==> src/rtl/fst_pkg.sv <==
// Constants for the frequency select table control block
package fst_pkg;
  localparam int REF_DIV_W = 8;
  localparam int FB_DIV_W = 11;
  localparam int OUT_DIV_W = 7;
  localparam int CAP_W = 6;
  localparam int DRV_W = 2;
  localparam int ROWS = 8;
  localparam int IDX_W = 3;
  localparam int ROW_W = REF_DIV_W + FB_DIV_W + 1;
  // Row layout: {bank choice, feedback divider, reference divider}
  localparam int ROW_Q_LSB = 0;
  localparam int ROW_P_LSB = REF_DIV_W;
  localparam int ROW_BANK_BIT = REF_DIV_W + FB_DIV_W;
  // Post-ratio field codes
  localparam logic [1:0] E_OFF = 2'h0;
  localparam logic [1:0] E_DIV4 = 2'h1;
  localparam logic [1:0] E_DIV2 = 2'h2;
  localparam logic [1:0] E_DIV3 = 2'h3;
  // Load capacitance: 6 pF base, 0.375 pF per step, in thousandths of a pF
  localparam int CAP_BASE_MPF = 6000;
  localparam int CAP_STEP_MPF = 375;
  localparam int CAP_MAX_MPF = 30000;
  localparam logic [CAP_W-1:0] CAP_RESET = 6'h00;
  localparam logic [DRV_W-1:0] DRV_RESET = 2'h0;
  // Start-up: cycles after reset release before the low index bits are frozen
  localparam logic [3:0] CAPTURE_DELAY = 4'h4;
endpackage

==> src/rtl/fst_ctrl.sv <==
// Frequency select table control of a three-synthesizer clock generator
`timescale 1ns/1ps
`default_nettype none
// Overview of operation
// - Synthesizers use 8-bit reference, 11-bit feedback dividers
// - Synth one feeds switch and E post-divider
// - Synth one and the A/B bank choice follow the select inputs
// - High select swaps synth one, A, B
// - Eight-row table indexed by three selects
// - Serial pins captured at start-up as low index
// - A and B share one bank choice
// - Each table row names the A/B bank
// - Bank switch on high select is glitch-free
// - Shutdown low tristates outputs, optionally keeps running
// - Suspend pin is index bit 2 or suspend
// - Six-bit load cap, 0.375 pF steps, 6-30 pF
// - Option bypasses on-die load capacitors
// - Oscillator drive strength is programmable
// - Buffered reference drives dedicated output
// - E ratio: 00 off, 01 /4, 10 /2, 11 /3
// - Zero output divider powers down and tristates
// - Divider bytes take effect at their acknowledge
module fst_ctrl #(
  parameter int ROWS = fst_pkg::ROWS
) (
  input wire logic mclk, // reference clock
  input wire logic sys_rst, // synchronous reset, high
  input wire logic serial_data_pin, // pin, low index at start-up
  input wire logic serial_clock_pin, // pin, mid index at start-up
  input wire logic suspend_pin, // pin, index bit 2 or suspend
  input wire logic shutdown_oe_n, // pin, low disables outputs
  input wire logic shutdown_tristate_only, // option: keep chip running
  input wire logic suspend_mode_en, // option: pin is suspend
  input wire logic cfg_we, // table row write, at byte acknowledge
  input wire logic [fst_pkg::IDX_W-1:0] cfg_row, // row being written
  input wire logic [fst_pkg::REF_DIV_W-1:0] cfg_ref_div, // row reference divider
  input wire logic [fst_pkg::FB_DIV_W-1:0] cfg_fb_div, // row feedback divider
  input wire logic cfg_bank, // row A/B bank choice
  input wire logic [fst_pkg::OUT_DIV_W-1:0] a_div0, // A divider bank 0
  input wire logic [fst_pkg::OUT_DIV_W-1:0] a_div1, // A divider bank 1
  input wire logic [fst_pkg::OUT_DIV_W-1:0] b_div0, // B divider bank 0
  input wire logic [fst_pkg::OUT_DIV_W-1:0] b_div1, // B divider bank 1
  input wire logic [1:0] e_post_ratio, // E post-divider code
  input wire logic [fst_pkg::CAP_W-1:0] cap_code, // load capacitance code
  input wire logic cap_bypass, // bypass load caps, driven input
  input wire logic [fst_pkg::DRV_W-1:0] drive_code, // inverter drive strength
  input wire logic synth_one_clk, // synth one output (modelled as enable)
  output logic [fst_pkg::REF_DIV_W-1:0] synth_one_ref_div, // applied Q
  output logic [fst_pkg::FB_DIV_W-1:0] synth_one_fb_div, // applied P
  output logic ab_bank_choice, // active A/B bank
  output logic [fst_pkg::OUT_DIV_W-1:0] a_div_act, // applied A divider
  output logic [fst_pkg::OUT_DIV_W-1:0] b_div_act, // applied B divider
  output logic a_out_en, // A output driven
  output logic b_out_en, // B output driven
  output logic out_clock_e, // E clock
  output logic e_out_en, // E output driven
  output logic out_enable, // outputs not tristated by the shutdown pin
  output logic chip_run, // chip not shut down
  output logic suspend_active, // suspend requested
  output logic [fst_pkg::CAP_W-1:0] cap_applied, // load cap setting
  output logic cap_bypass_r, // load caps bypassed
  output logic [fst_pkg::DRV_W-1:0] drive_applied, // drive strength
  output logic ref_buf_out // buffered reference enable
);
  typedef enum logic [1:0] {ST_WAIT, ST_RUN} fst_st_e;

  // Three-stage pin synchronisers; stage one feeds only stage two
  logic [2:0] sd_s, sc_s, su_s, sh_s;
  logic sd_q, sc_q, su_q, sh_q;
  fst_st_e st_r, st_nxt;
  logic [3:0] cnt_r, cnt_nxt;
  logic [1:0] low_idx_r, low_idx_nxt;
  logic [fst_pkg::ROW_W-1:0] table_r [ROWS], table_nxt [ROWS];
  logic [2:0] e_cnt_r, e_cnt_nxt;
  logic e_clk_nxt;
  logic bank_r, bank_nxt;
  logic [fst_pkg::IDX_W-1:0] idx;
  logic [fst_pkg::ROW_W-1:0] row;
  logic [2:0] e_top;

  always_ff @(posedge mclk) begin
    sd_s <= {sd_s[1:0], serial_data_pin};
    sc_s <= {sc_s[1:0], serial_clock_pin};
    su_s <= {su_s[1:0], suspend_pin};
    sh_s <= {sh_s[1:0], shutdown_oe_n};
    if (sd_s[2] == sd_s[1]) sd_q <= sd_s[2];
    if (sc_s[2] == sc_s[1]) sc_q <= sc_s[2];
    if (su_s[2] == su_s[1]) su_q <= su_s[2];
    if (sh_s[2] == sh_s[1]) sh_q <= sh_s[2];
  end

  // Start-up capture of the low index
  always_comb begin
    st_nxt = st_r;
    cnt_nxt = cnt_r;
    low_idx_nxt = low_idx_r;
    case (st_r)
      ST_WAIT: begin
        cnt_nxt = cnt_r + 4'h1;
        if (cnt_r == fst_pkg::CAPTURE_DELAY) begin
          low_idx_nxt = {sc_q, sd_q};
          st_nxt = ST_RUN;
        end
      end
      ST_RUN: low_idx_nxt = low_idx_r;
      default: st_nxt = ST_WAIT;
    endcase
  end

  always_ff @(posedge mclk) begin
    if (sys_rst) begin
      st_r <= ST_WAIT;
      cnt_r <= 4'h0;
      low_idx_r <= 2'h0;
    end else begin
      st_r <= st_nxt;
      cnt_r <= cnt_nxt;
      low_idx_r <= low_idx_nxt;
    end
  end

  // Table storage; a row write lands the cycle its byte is acknowledged
  always_comb begin
    for (int i = 0; i < ROWS; i++) table_nxt[i] = table_r[i];
    if (cfg_we) table_nxt[cfg_row] = {cfg_bank, cfg_fb_div, cfg_ref_div};
  end

  always_ff @(posedge mclk) begin
    for (int i = 0; i < ROWS; i++) begin
      if (sys_rst) table_r[i] <= '0;
      else table_r[i] <= table_nxt[i];
    end
  end

  // Suspend mode takes the pin away from the index
  assign idx = {(suspend_mode_en ? 1'b0 : su_q), low_idx_r};
  assign row = table_r[idx];

  // Bank changes only while the E divider restarts, so no short pulse
  // is emitted mid-period; A/B dividers switch banks at that same E restart.
  always_comb begin
    e_top = 3'h1;
    case (e_post_ratio)
      fst_pkg::E_DIV2: e_top = 3'h1;
      fst_pkg::E_DIV3: e_top = 3'h2;
      fst_pkg::E_DIV4: e_top = 3'h3;
      default: e_top = 3'h1;
    endcase
    e_cnt_nxt = (e_cnt_r >= e_top) ? 3'h0 : e_cnt_r + 3'h1;
    if (!synth_one_clk) e_cnt_nxt = e_cnt_r;
    e_clk_nxt = (e_post_ratio != fst_pkg::E_OFF) && (e_cnt_nxt < (e_top + 3'h1) / 3'h2);
    bank_nxt = (e_cnt_nxt == 3'h0) ? row[fst_pkg::ROW_BANK_BIT] : bank_r;
  end

  always_ff @(posedge mclk) begin
    if (sys_rst) begin
      e_cnt_r <= 3'h0;
      out_clock_e <= 1'b0;
      bank_r <= 1'b0;
      synth_one_ref_div <= '0;
      synth_one_fb_div <= '0;
      ab_bank_choice <= 1'b0;
      a_div_act <= '0;
      b_div_act <= '0;
      a_out_en <= 1'b0;
      b_out_en <= 1'b0;
      e_out_en <= 1'b0;
      out_enable <= 1'b0;
      chip_run <= 1'b0;
      suspend_active <= 1'b0;
      cap_applied <= fst_pkg::CAP_RESET;
      cap_bypass_r <= 1'b0;
      drive_applied <= fst_pkg::DRV_RESET;
      ref_buf_out <= 1'b0;
    end else begin
      e_cnt_r <= e_cnt_nxt;
      out_clock_e <= e_clk_nxt;
      bank_r <= bank_nxt;
      synth_one_ref_div <= row[fst_pkg::ROW_Q_LSB +: fst_pkg::REF_DIV_W];
      synth_one_fb_div <= row[fst_pkg::ROW_P_LSB +: fst_pkg::FB_DIV_W];
      ab_bank_choice <= bank_nxt;
      a_div_act <= bank_nxt ? a_div1 : a_div0;
      b_div_act <= bank_nxt ? b_div1 : b_div0;
      a_out_en <= sh_q && ((bank_nxt ? a_div1 : a_div0) != '0);
      b_out_en <= sh_q && ((bank_nxt ? b_div1 : b_div0) != '0);
      e_out_en <= sh_q && (e_post_ratio != fst_pkg::E_OFF);
      out_enable <= sh_q;
      chip_run <= sh_q || shutdown_tristate_only;
      suspend_active <= suspend_mode_en && !su_q;
      cap_applied <= cap_code;
      cap_bypass_r <= cap_bypass;
      drive_applied <= drive_code;
      ref_buf_out <= sh_q;
    end
  end

  a_low_hold: assert property (@(posedge mclk) disable iff (sys_rst)
    (st_r == ST_RUN) |=> $stable(low_idx_r)) else $error("low index moved");
  a_e_off: assert property (@(posedge mclk) disable iff (sys_rst)
    (e_post_ratio == fst_pkg::E_OFF) |=> !out_clock_e) else $error("E not off");
  a_oe_low: assert property (@(posedge mclk) disable iff (sys_rst)
    !sh_q |=> !out_enable && !a_out_en) else $error("outputs not tristated");
  a_zero_div: assert property (@(posedge mclk) disable iff (sys_rst)
    (a_div_act == '0) |-> !a_out_en) else $error("zero divider drives");
  a_bank_same: assert property (@(posedge mclk) disable iff (sys_rst)
    ab_bank_choice == bank_r) else $error("bank mismatch");
  a_bank_edge: assert property (@(posedge mclk) disable iff (sys_rst)
    $changed(bank_r) |-> e_cnt_r == 3'h0) else $error("bank changed mid period");
  a_run_opt: assert property (@(posedge mclk) disable iff (sys_rst)
    shutdown_tristate_only |=> chip_run) else $error("chip shut down");
  a_low_capture: assert property (@(posedge mclk) disable iff (sys_rst)
    (st_r == ST_WAIT && cnt_r == fst_pkg::CAPTURE_DELAY) |=>
    low_idx_r == {$past(sc_q), $past(sd_q)}) else $error("capture wrong");
  c_run: cover property (@(posedge mclk) st_r == ST_RUN);
  c_suspend: cover property (@(posedge mclk) $rose(suspend_active));
  c_bank: cover property (@(posedge mclk) $rose(bank_r));
  c_shut: cover property (@(posedge mclk) $fell(out_enable));
endmodule
`default_nettype wire

==> config.mk <==
export PLATFORM = sky130hd
export DESIGN_NAME = fst_ctrl
export DESIGN_NICKNAME = d
export VERILOG_FILES = /design/src/rtl/fst_pkg.sv /design/src/rtl/fst_ctrl.sv
export SDC_FILE = /design/constraint.sdc
export NUM_CORES = 1
export LEC_CHECK = 0
export CAP_MARGIN = 20
export CORE_MARGIN = 2
export CORE_UTILIZATION = 55
export DETAILED_ROUTE_END_ITERATION = 10
export DONT_BUFFER_PORTS = 1
export GPL_ROUTABILITY_DRIVEN = 0
export MAX_ROUTING_LAYER = met4
export PLACE_DENSITY = 0.7
export SYNTH_ARGS = -nofsm -noshare
export SYNTH_HDL_FRONTEND = slang
export SYNTH_SLANG_ARGS = --single-unit
export TNS_END_PERCENT = 100
==> constraint.sdc <==
create_clock -name mclk -period 2.4 [get_ports mclk]
set_input_delay 0.36 -clock mclk [delete_from_list [all_inputs] [get_ports mclk]]
set_output_delay 0.36 -clock mclk [all_outputs]
set_load 0.01 [all_outputs]
==> out/qor.json <==
{
  "die_area": {"value": 18100, "unit": "um^2"},
  "avgViaCountPerCell": {"value": 5.59},
  "timing_worst_slew_pin_value": {"value": 666, "unit": "ps"},
  "power.share.combinational": {"value": 0.069},
  "worst_path_largest_cell_delay": {"value": 560, "unit": "ps"},
  "report.final.slew_viol_count": {"value": 0},
  "startpoint_type": {"value": "flop"},
  "netlist.area_leader.share": {"value": 0.496},
  "post_synth_instance_area": {"value": 9360, "unit": "um^2"},
  "synthDistinctLibCells": {"value": 36},
  "r2r-start": {"value": "e_cnt_r[0]"},
  "floorplan.initialDensity": {"value": 0.564},
  "cellInternalPower": {"value": 6.68, "unit": "mW"},
  "placement.io_buffers": {"value": 0},
  "cts_resized": {"value": 0},
  "swShare": {"value": 0.222},
  "rows": {"value": 47},
  "pre_cts_slack": {"value": 418, "unit": "ps"},
  "ios": {"value": 123},
  "post_synth_edffs": {"value": 4},
  "synth_seq_cells": {"value": 236},
  "clock_tree_from_tritoncts": {"value": "done"},
  "tritoncts.num_buffers": {"value": 25},
  "largest_buffer_count_on_any_clock_path": {"value": 3},
  "period_share": {"value": 0.931},
  "leakage": {"value": 4.29, "unit": "nW"},
  "final_net_count": {"value": 1244},
  "kind_of_capture_point_of_the_worst_setup_path": {"value": "flop"},
  "cpMostUsedCell": {"value": "sky130_fd_sc_hd__nor2b_1"},
  "drt-wirelength-per-cell": {"value": 18.6, "unit": "um"},
  "place.detailed.hpwl": {"value": 14400, "unit": "um"},
  "clock_latency": {"value": 520, "unit": "ps"},
  "most_used_flip_flop_cell_after_synthesis": {"value": "sky130_fd_sc_hd__dfxtp_1"},
  "placedInstanceArea": {"value": 9460, "unit": "um^2"},
  "htree_levels": {"value": 1},
  "synth_top_cells_by_count": {"value": "sky130_fd_sc_hd__nand2_1, sky130_fd_sc_hd__dfxtp_1, sky130_fd_sc_hd__a21oi_1"},
  "setup_slack": {"value": 165, "unit": "ps"},
  "globalRouteTotalUtil": {"value": 0.299},
  "finalHoldViolations": {"value": 0},
  "syn-num-nets": {"value": 1141},
  "critical_path_class": {"value": "flop to flop"},
  "initialDrtViolationCount": {"value": 645},
  "cell_count_after_synthesis": {"value": 1063},
  "antenna_left": {"value": 0},
  "p_seq_frac": {"value": 0.482},
  "first_pass_iters": {"value": 5},
  "synth_simple_gate_area_frac": {"value": 0.204},
  "syn_area_per_cell": {"value": 8.80, "unit": "um^2"},
  "synth_top_cell_by_area": {"value": "sky130_fd_sc_hd__dfxtp_1"},
  "detail_route.drc_violations": {"value": 0},
  "layout-drive-gt1-share": {"value": 0.0967},
  "cpMaxStageDelayCell": {"value": "sky130_fd_sc_hd__dlygate4sd3_1"},
  "design.core.area": {"value": 16600, "unit": "um^2"},
  "synthTopCellsByArea": {"value": "sky130_fd_sc_hd__dfxtp_1, sky130_fd_sc_hd__nand2_1, sky130_fd_sc_hd__a21oi_1"},
  "critical_path_required": {"value": 2860, "unit": "ps"},
  "unrepaired_setup_endpoints_after_global_routing": {"value": "no"},
  "die_width": {"value": 134, "unit": "um"},
  "whs": {"value": 11.5, "unit": "ps"},
  "clkSlewWorstSetupHoldPaths": {"value": 60, "unit": "ps"},
  "grt_first_pass_wirelength": {"value": 41100, "unit": "um"},
  "grt_antenna_before_repair": {"value": 1},
  "ys_async_sr_fraction": {"value": 0},
  "vias_in_the_first_global_route": {"value": 7860},
  "wl": {"value": 26100, "unit": "um"},
  "slew_headroom": {"value": 0.550},
  "fraction_of_the_mapped_netlist_area_in_adder_cells": {"value": 0.00802},
  "xor_xnor_share_of_the_synthesized_area": {"value": 0.00655},
  "hold_path.startpoint": {"value": "b_div1[3]"},
  "maxCapViolations": {"value": 0},
  "worst_ir_drop_vdd": {"value": 0.000535, "unit": "V"},
  "critical_path.cell_chain": {"value": "inv_1 -> ha_1 -> nor2b_1 -> o21ai_1 -> o31ai_1 -> nor2b_1 -> dlygate4sd3_1"},
  "final.setup.tns": {"value": 0, "unit": "ps"},
  "complex_gate_fraction_of_the_synthesized_area": {"value": 0.105},
  "die_y": {"value": 134, "unit": "um"},
  "cts_root_buf": {"value": "sky130_fd_sc_hd__clkbuf_16"},
  "final_period_minus_worst_setup_slack": {"value": 2240, "unit": "ps"},
  "power_density": {"value": 733, "unit": "nW/um^2"},
  "area.growth.synth_to_final": {"value": 25.4, "unit": "%"},
  "cts_sinks": {"value": 236},
  "timing.critical_path.arrival": {"value": 2690, "unit": "ps"},
  "worstSetupStartpoint": {"value": "e_cnt_r[0]"},
  "timing.fmax": {"value": 0.447, "unit": "GHz"},
  "critPathTopFamily": {"value": "buffers and inverters"},
  "tightest_hold_check_type": {"value": "primary input to flop"},
  "placedCellCount": {"value": 1216},
  "clkPwrFrac": {"value": 0.449},
  "layoutNonFillerInstCount": {"value": 1400},
  "total_grt_overflow": {"value": 0},
  "fin_area": {"value": 11700, "unit": "um^2"},
  "critical_path_peak_fanout": {"value": 6},
  "post_synth_mux_area_share": {"value": 0.121},
  "synth.most_common_cell": {"value": "sky130_fd_sc_hd__nand2_1"},
  "setup_violations": {"value": 0},
  "grt_max_degree": {"value": 119},
  "crit_buf_inv": {"value": 2},
  "result_of_the_run": {"value": "finished, final reports clean"},
  "synth-warning-count": {"value": 0},
  "power.switching": {"value": 1.91, "unit": "mW"},
  "yosysSeqAreaShare": {"value": 0.509},
  "vias": {"value": 7826},
  "synth_top_family_by_area": {"value": "simple AND/OR/NAND/NOR gates"},
  "fin_skew": {"value": 6.45, "unit": "ps"}
}
cell type report:
| type | instances | area (um^2) |
|---|---|---|
| clock buffers | 32 | 692 |
| inverters | 5 | 18.8 |
| multi-input cells | 726 | 4170 |
| diodes | 1 | 2.50 |
| repair buffers | 172 | 1680 |
| flip-flops and latches | 236 | 4770 |
| clock inverters | 8 | 121 |
| fillers | 1224 | 4850 |
| well taps | 220 | 275 |
power groups by stage:
| stage | Clock, mW | Combinational [mW] | Sequential (mW) |
|---|---|---|---|
| 2_1_floorplan | 0 | 0.389 | 4.20 |
| 3_3_place_gp | 0 | 0.376 | 4.23 |
| 3_5_place_dp | 0 | 0.388 | 4.23 |
| 4_1_cts | 3.90 | 0.579 | 4.14 |
| 5_1_grt | 4.08 | 0.640 | 4.16 |
| 6_report | 3.86 | 0.591 | 4.15 |
worst reg2reg max path: cells and delay by family, from the launching register on:
kind | cells | cell delay, ps
AND/OR/NAND/NOR | 2 | 370
AO/OA/AOI/OAI | 2 | 460
buffers and inverters | 2 | 630
adder cells (fa/ha/maj) | 1 | 300
flip-flops | 1 | 420
cell usage in the layout, fill, tap and decap left out, drive strengths merged, types with 4 or more instances in the layout:
cell / netlist / final
a21oi: 181 / 181
buf: 12 / 30
clkbuf: 84 / 32
clkinv: 1 / 4
dfxtp: 232 / 232
dlygate4sd3: 0 / 142
edfxtp: 4 / 4
ha: 6 / 6
inv: 4 / 5
mux2i: 20 / 20
mux4: 40 / 40
nand2: 367 / 367
nand2b: 35 / 35
nand3: 4 / 4
nor2: 21 / 21
nor2b: 20 / 20
o41ai: 4 / 4
or4: 4 / 4
xnor2: 5 / 5
layer usage:
metal | vias up | part of all wire | track usage
li1 | 3715 | - | -
met1 | 3766 | 0.40 | 0.362
met2 | 274 | 0.50 | 0.501
met3 | 71 | 0.070 | 0.0540
met4 | 0 | 0.031 | 0.107
met5 | - | 0 | -
stage by stage:
stage          power, mW   util
2_1_floorplan       4.59      -
3_3_place_gp        4.60  0.571
3_5_place_dp        4.62  0.571
4_1_cts             8.62  0.707
5_1_grt             8.87  0.707
6_report            8.59  0.707
sequential cells by signal (all words and copies together), names as in the netlist, 4 cells and up:
register / cells
synth_one_fb_div: 11
table_r: 160
b_div_act: 7
cap_applied: 6
cnt_r: 4
synth_one_ref_div: 8
a_div_act: 7
path summary, 6_finish.rpt:
path	to	slack (ps)	depth (start not counted)
setup / recovery	e_cnt_r[0]	160	7
hold / removal	b_div_act[3]	10	2
setup reg to reg	e_cnt_r[0]	160	7
hold reg to reg	su_s[1]	330	0
what timing repair did:
action                    4_1_cts  5_1_grt
setup buffers                   0        0
hold buffers                  143        0
hold endpoints to repair      220        0
cells by family (layout without fill, tap and decap cells):
kind of cell / Yosys count / after routing
AO/OA/AOI/OAI: 192 / 192
XOR/XNOR: 7 / 7
adder cells (fa/ha/maj): 6 / 6
buffers and inverters: 101 / 217
flip-flops: 236 / 236
multiplexers: 62 / 62
other: 0 / 1
AND/OR/NAND/NOR: 459 / 459
(Power assumes the default switching activity.)
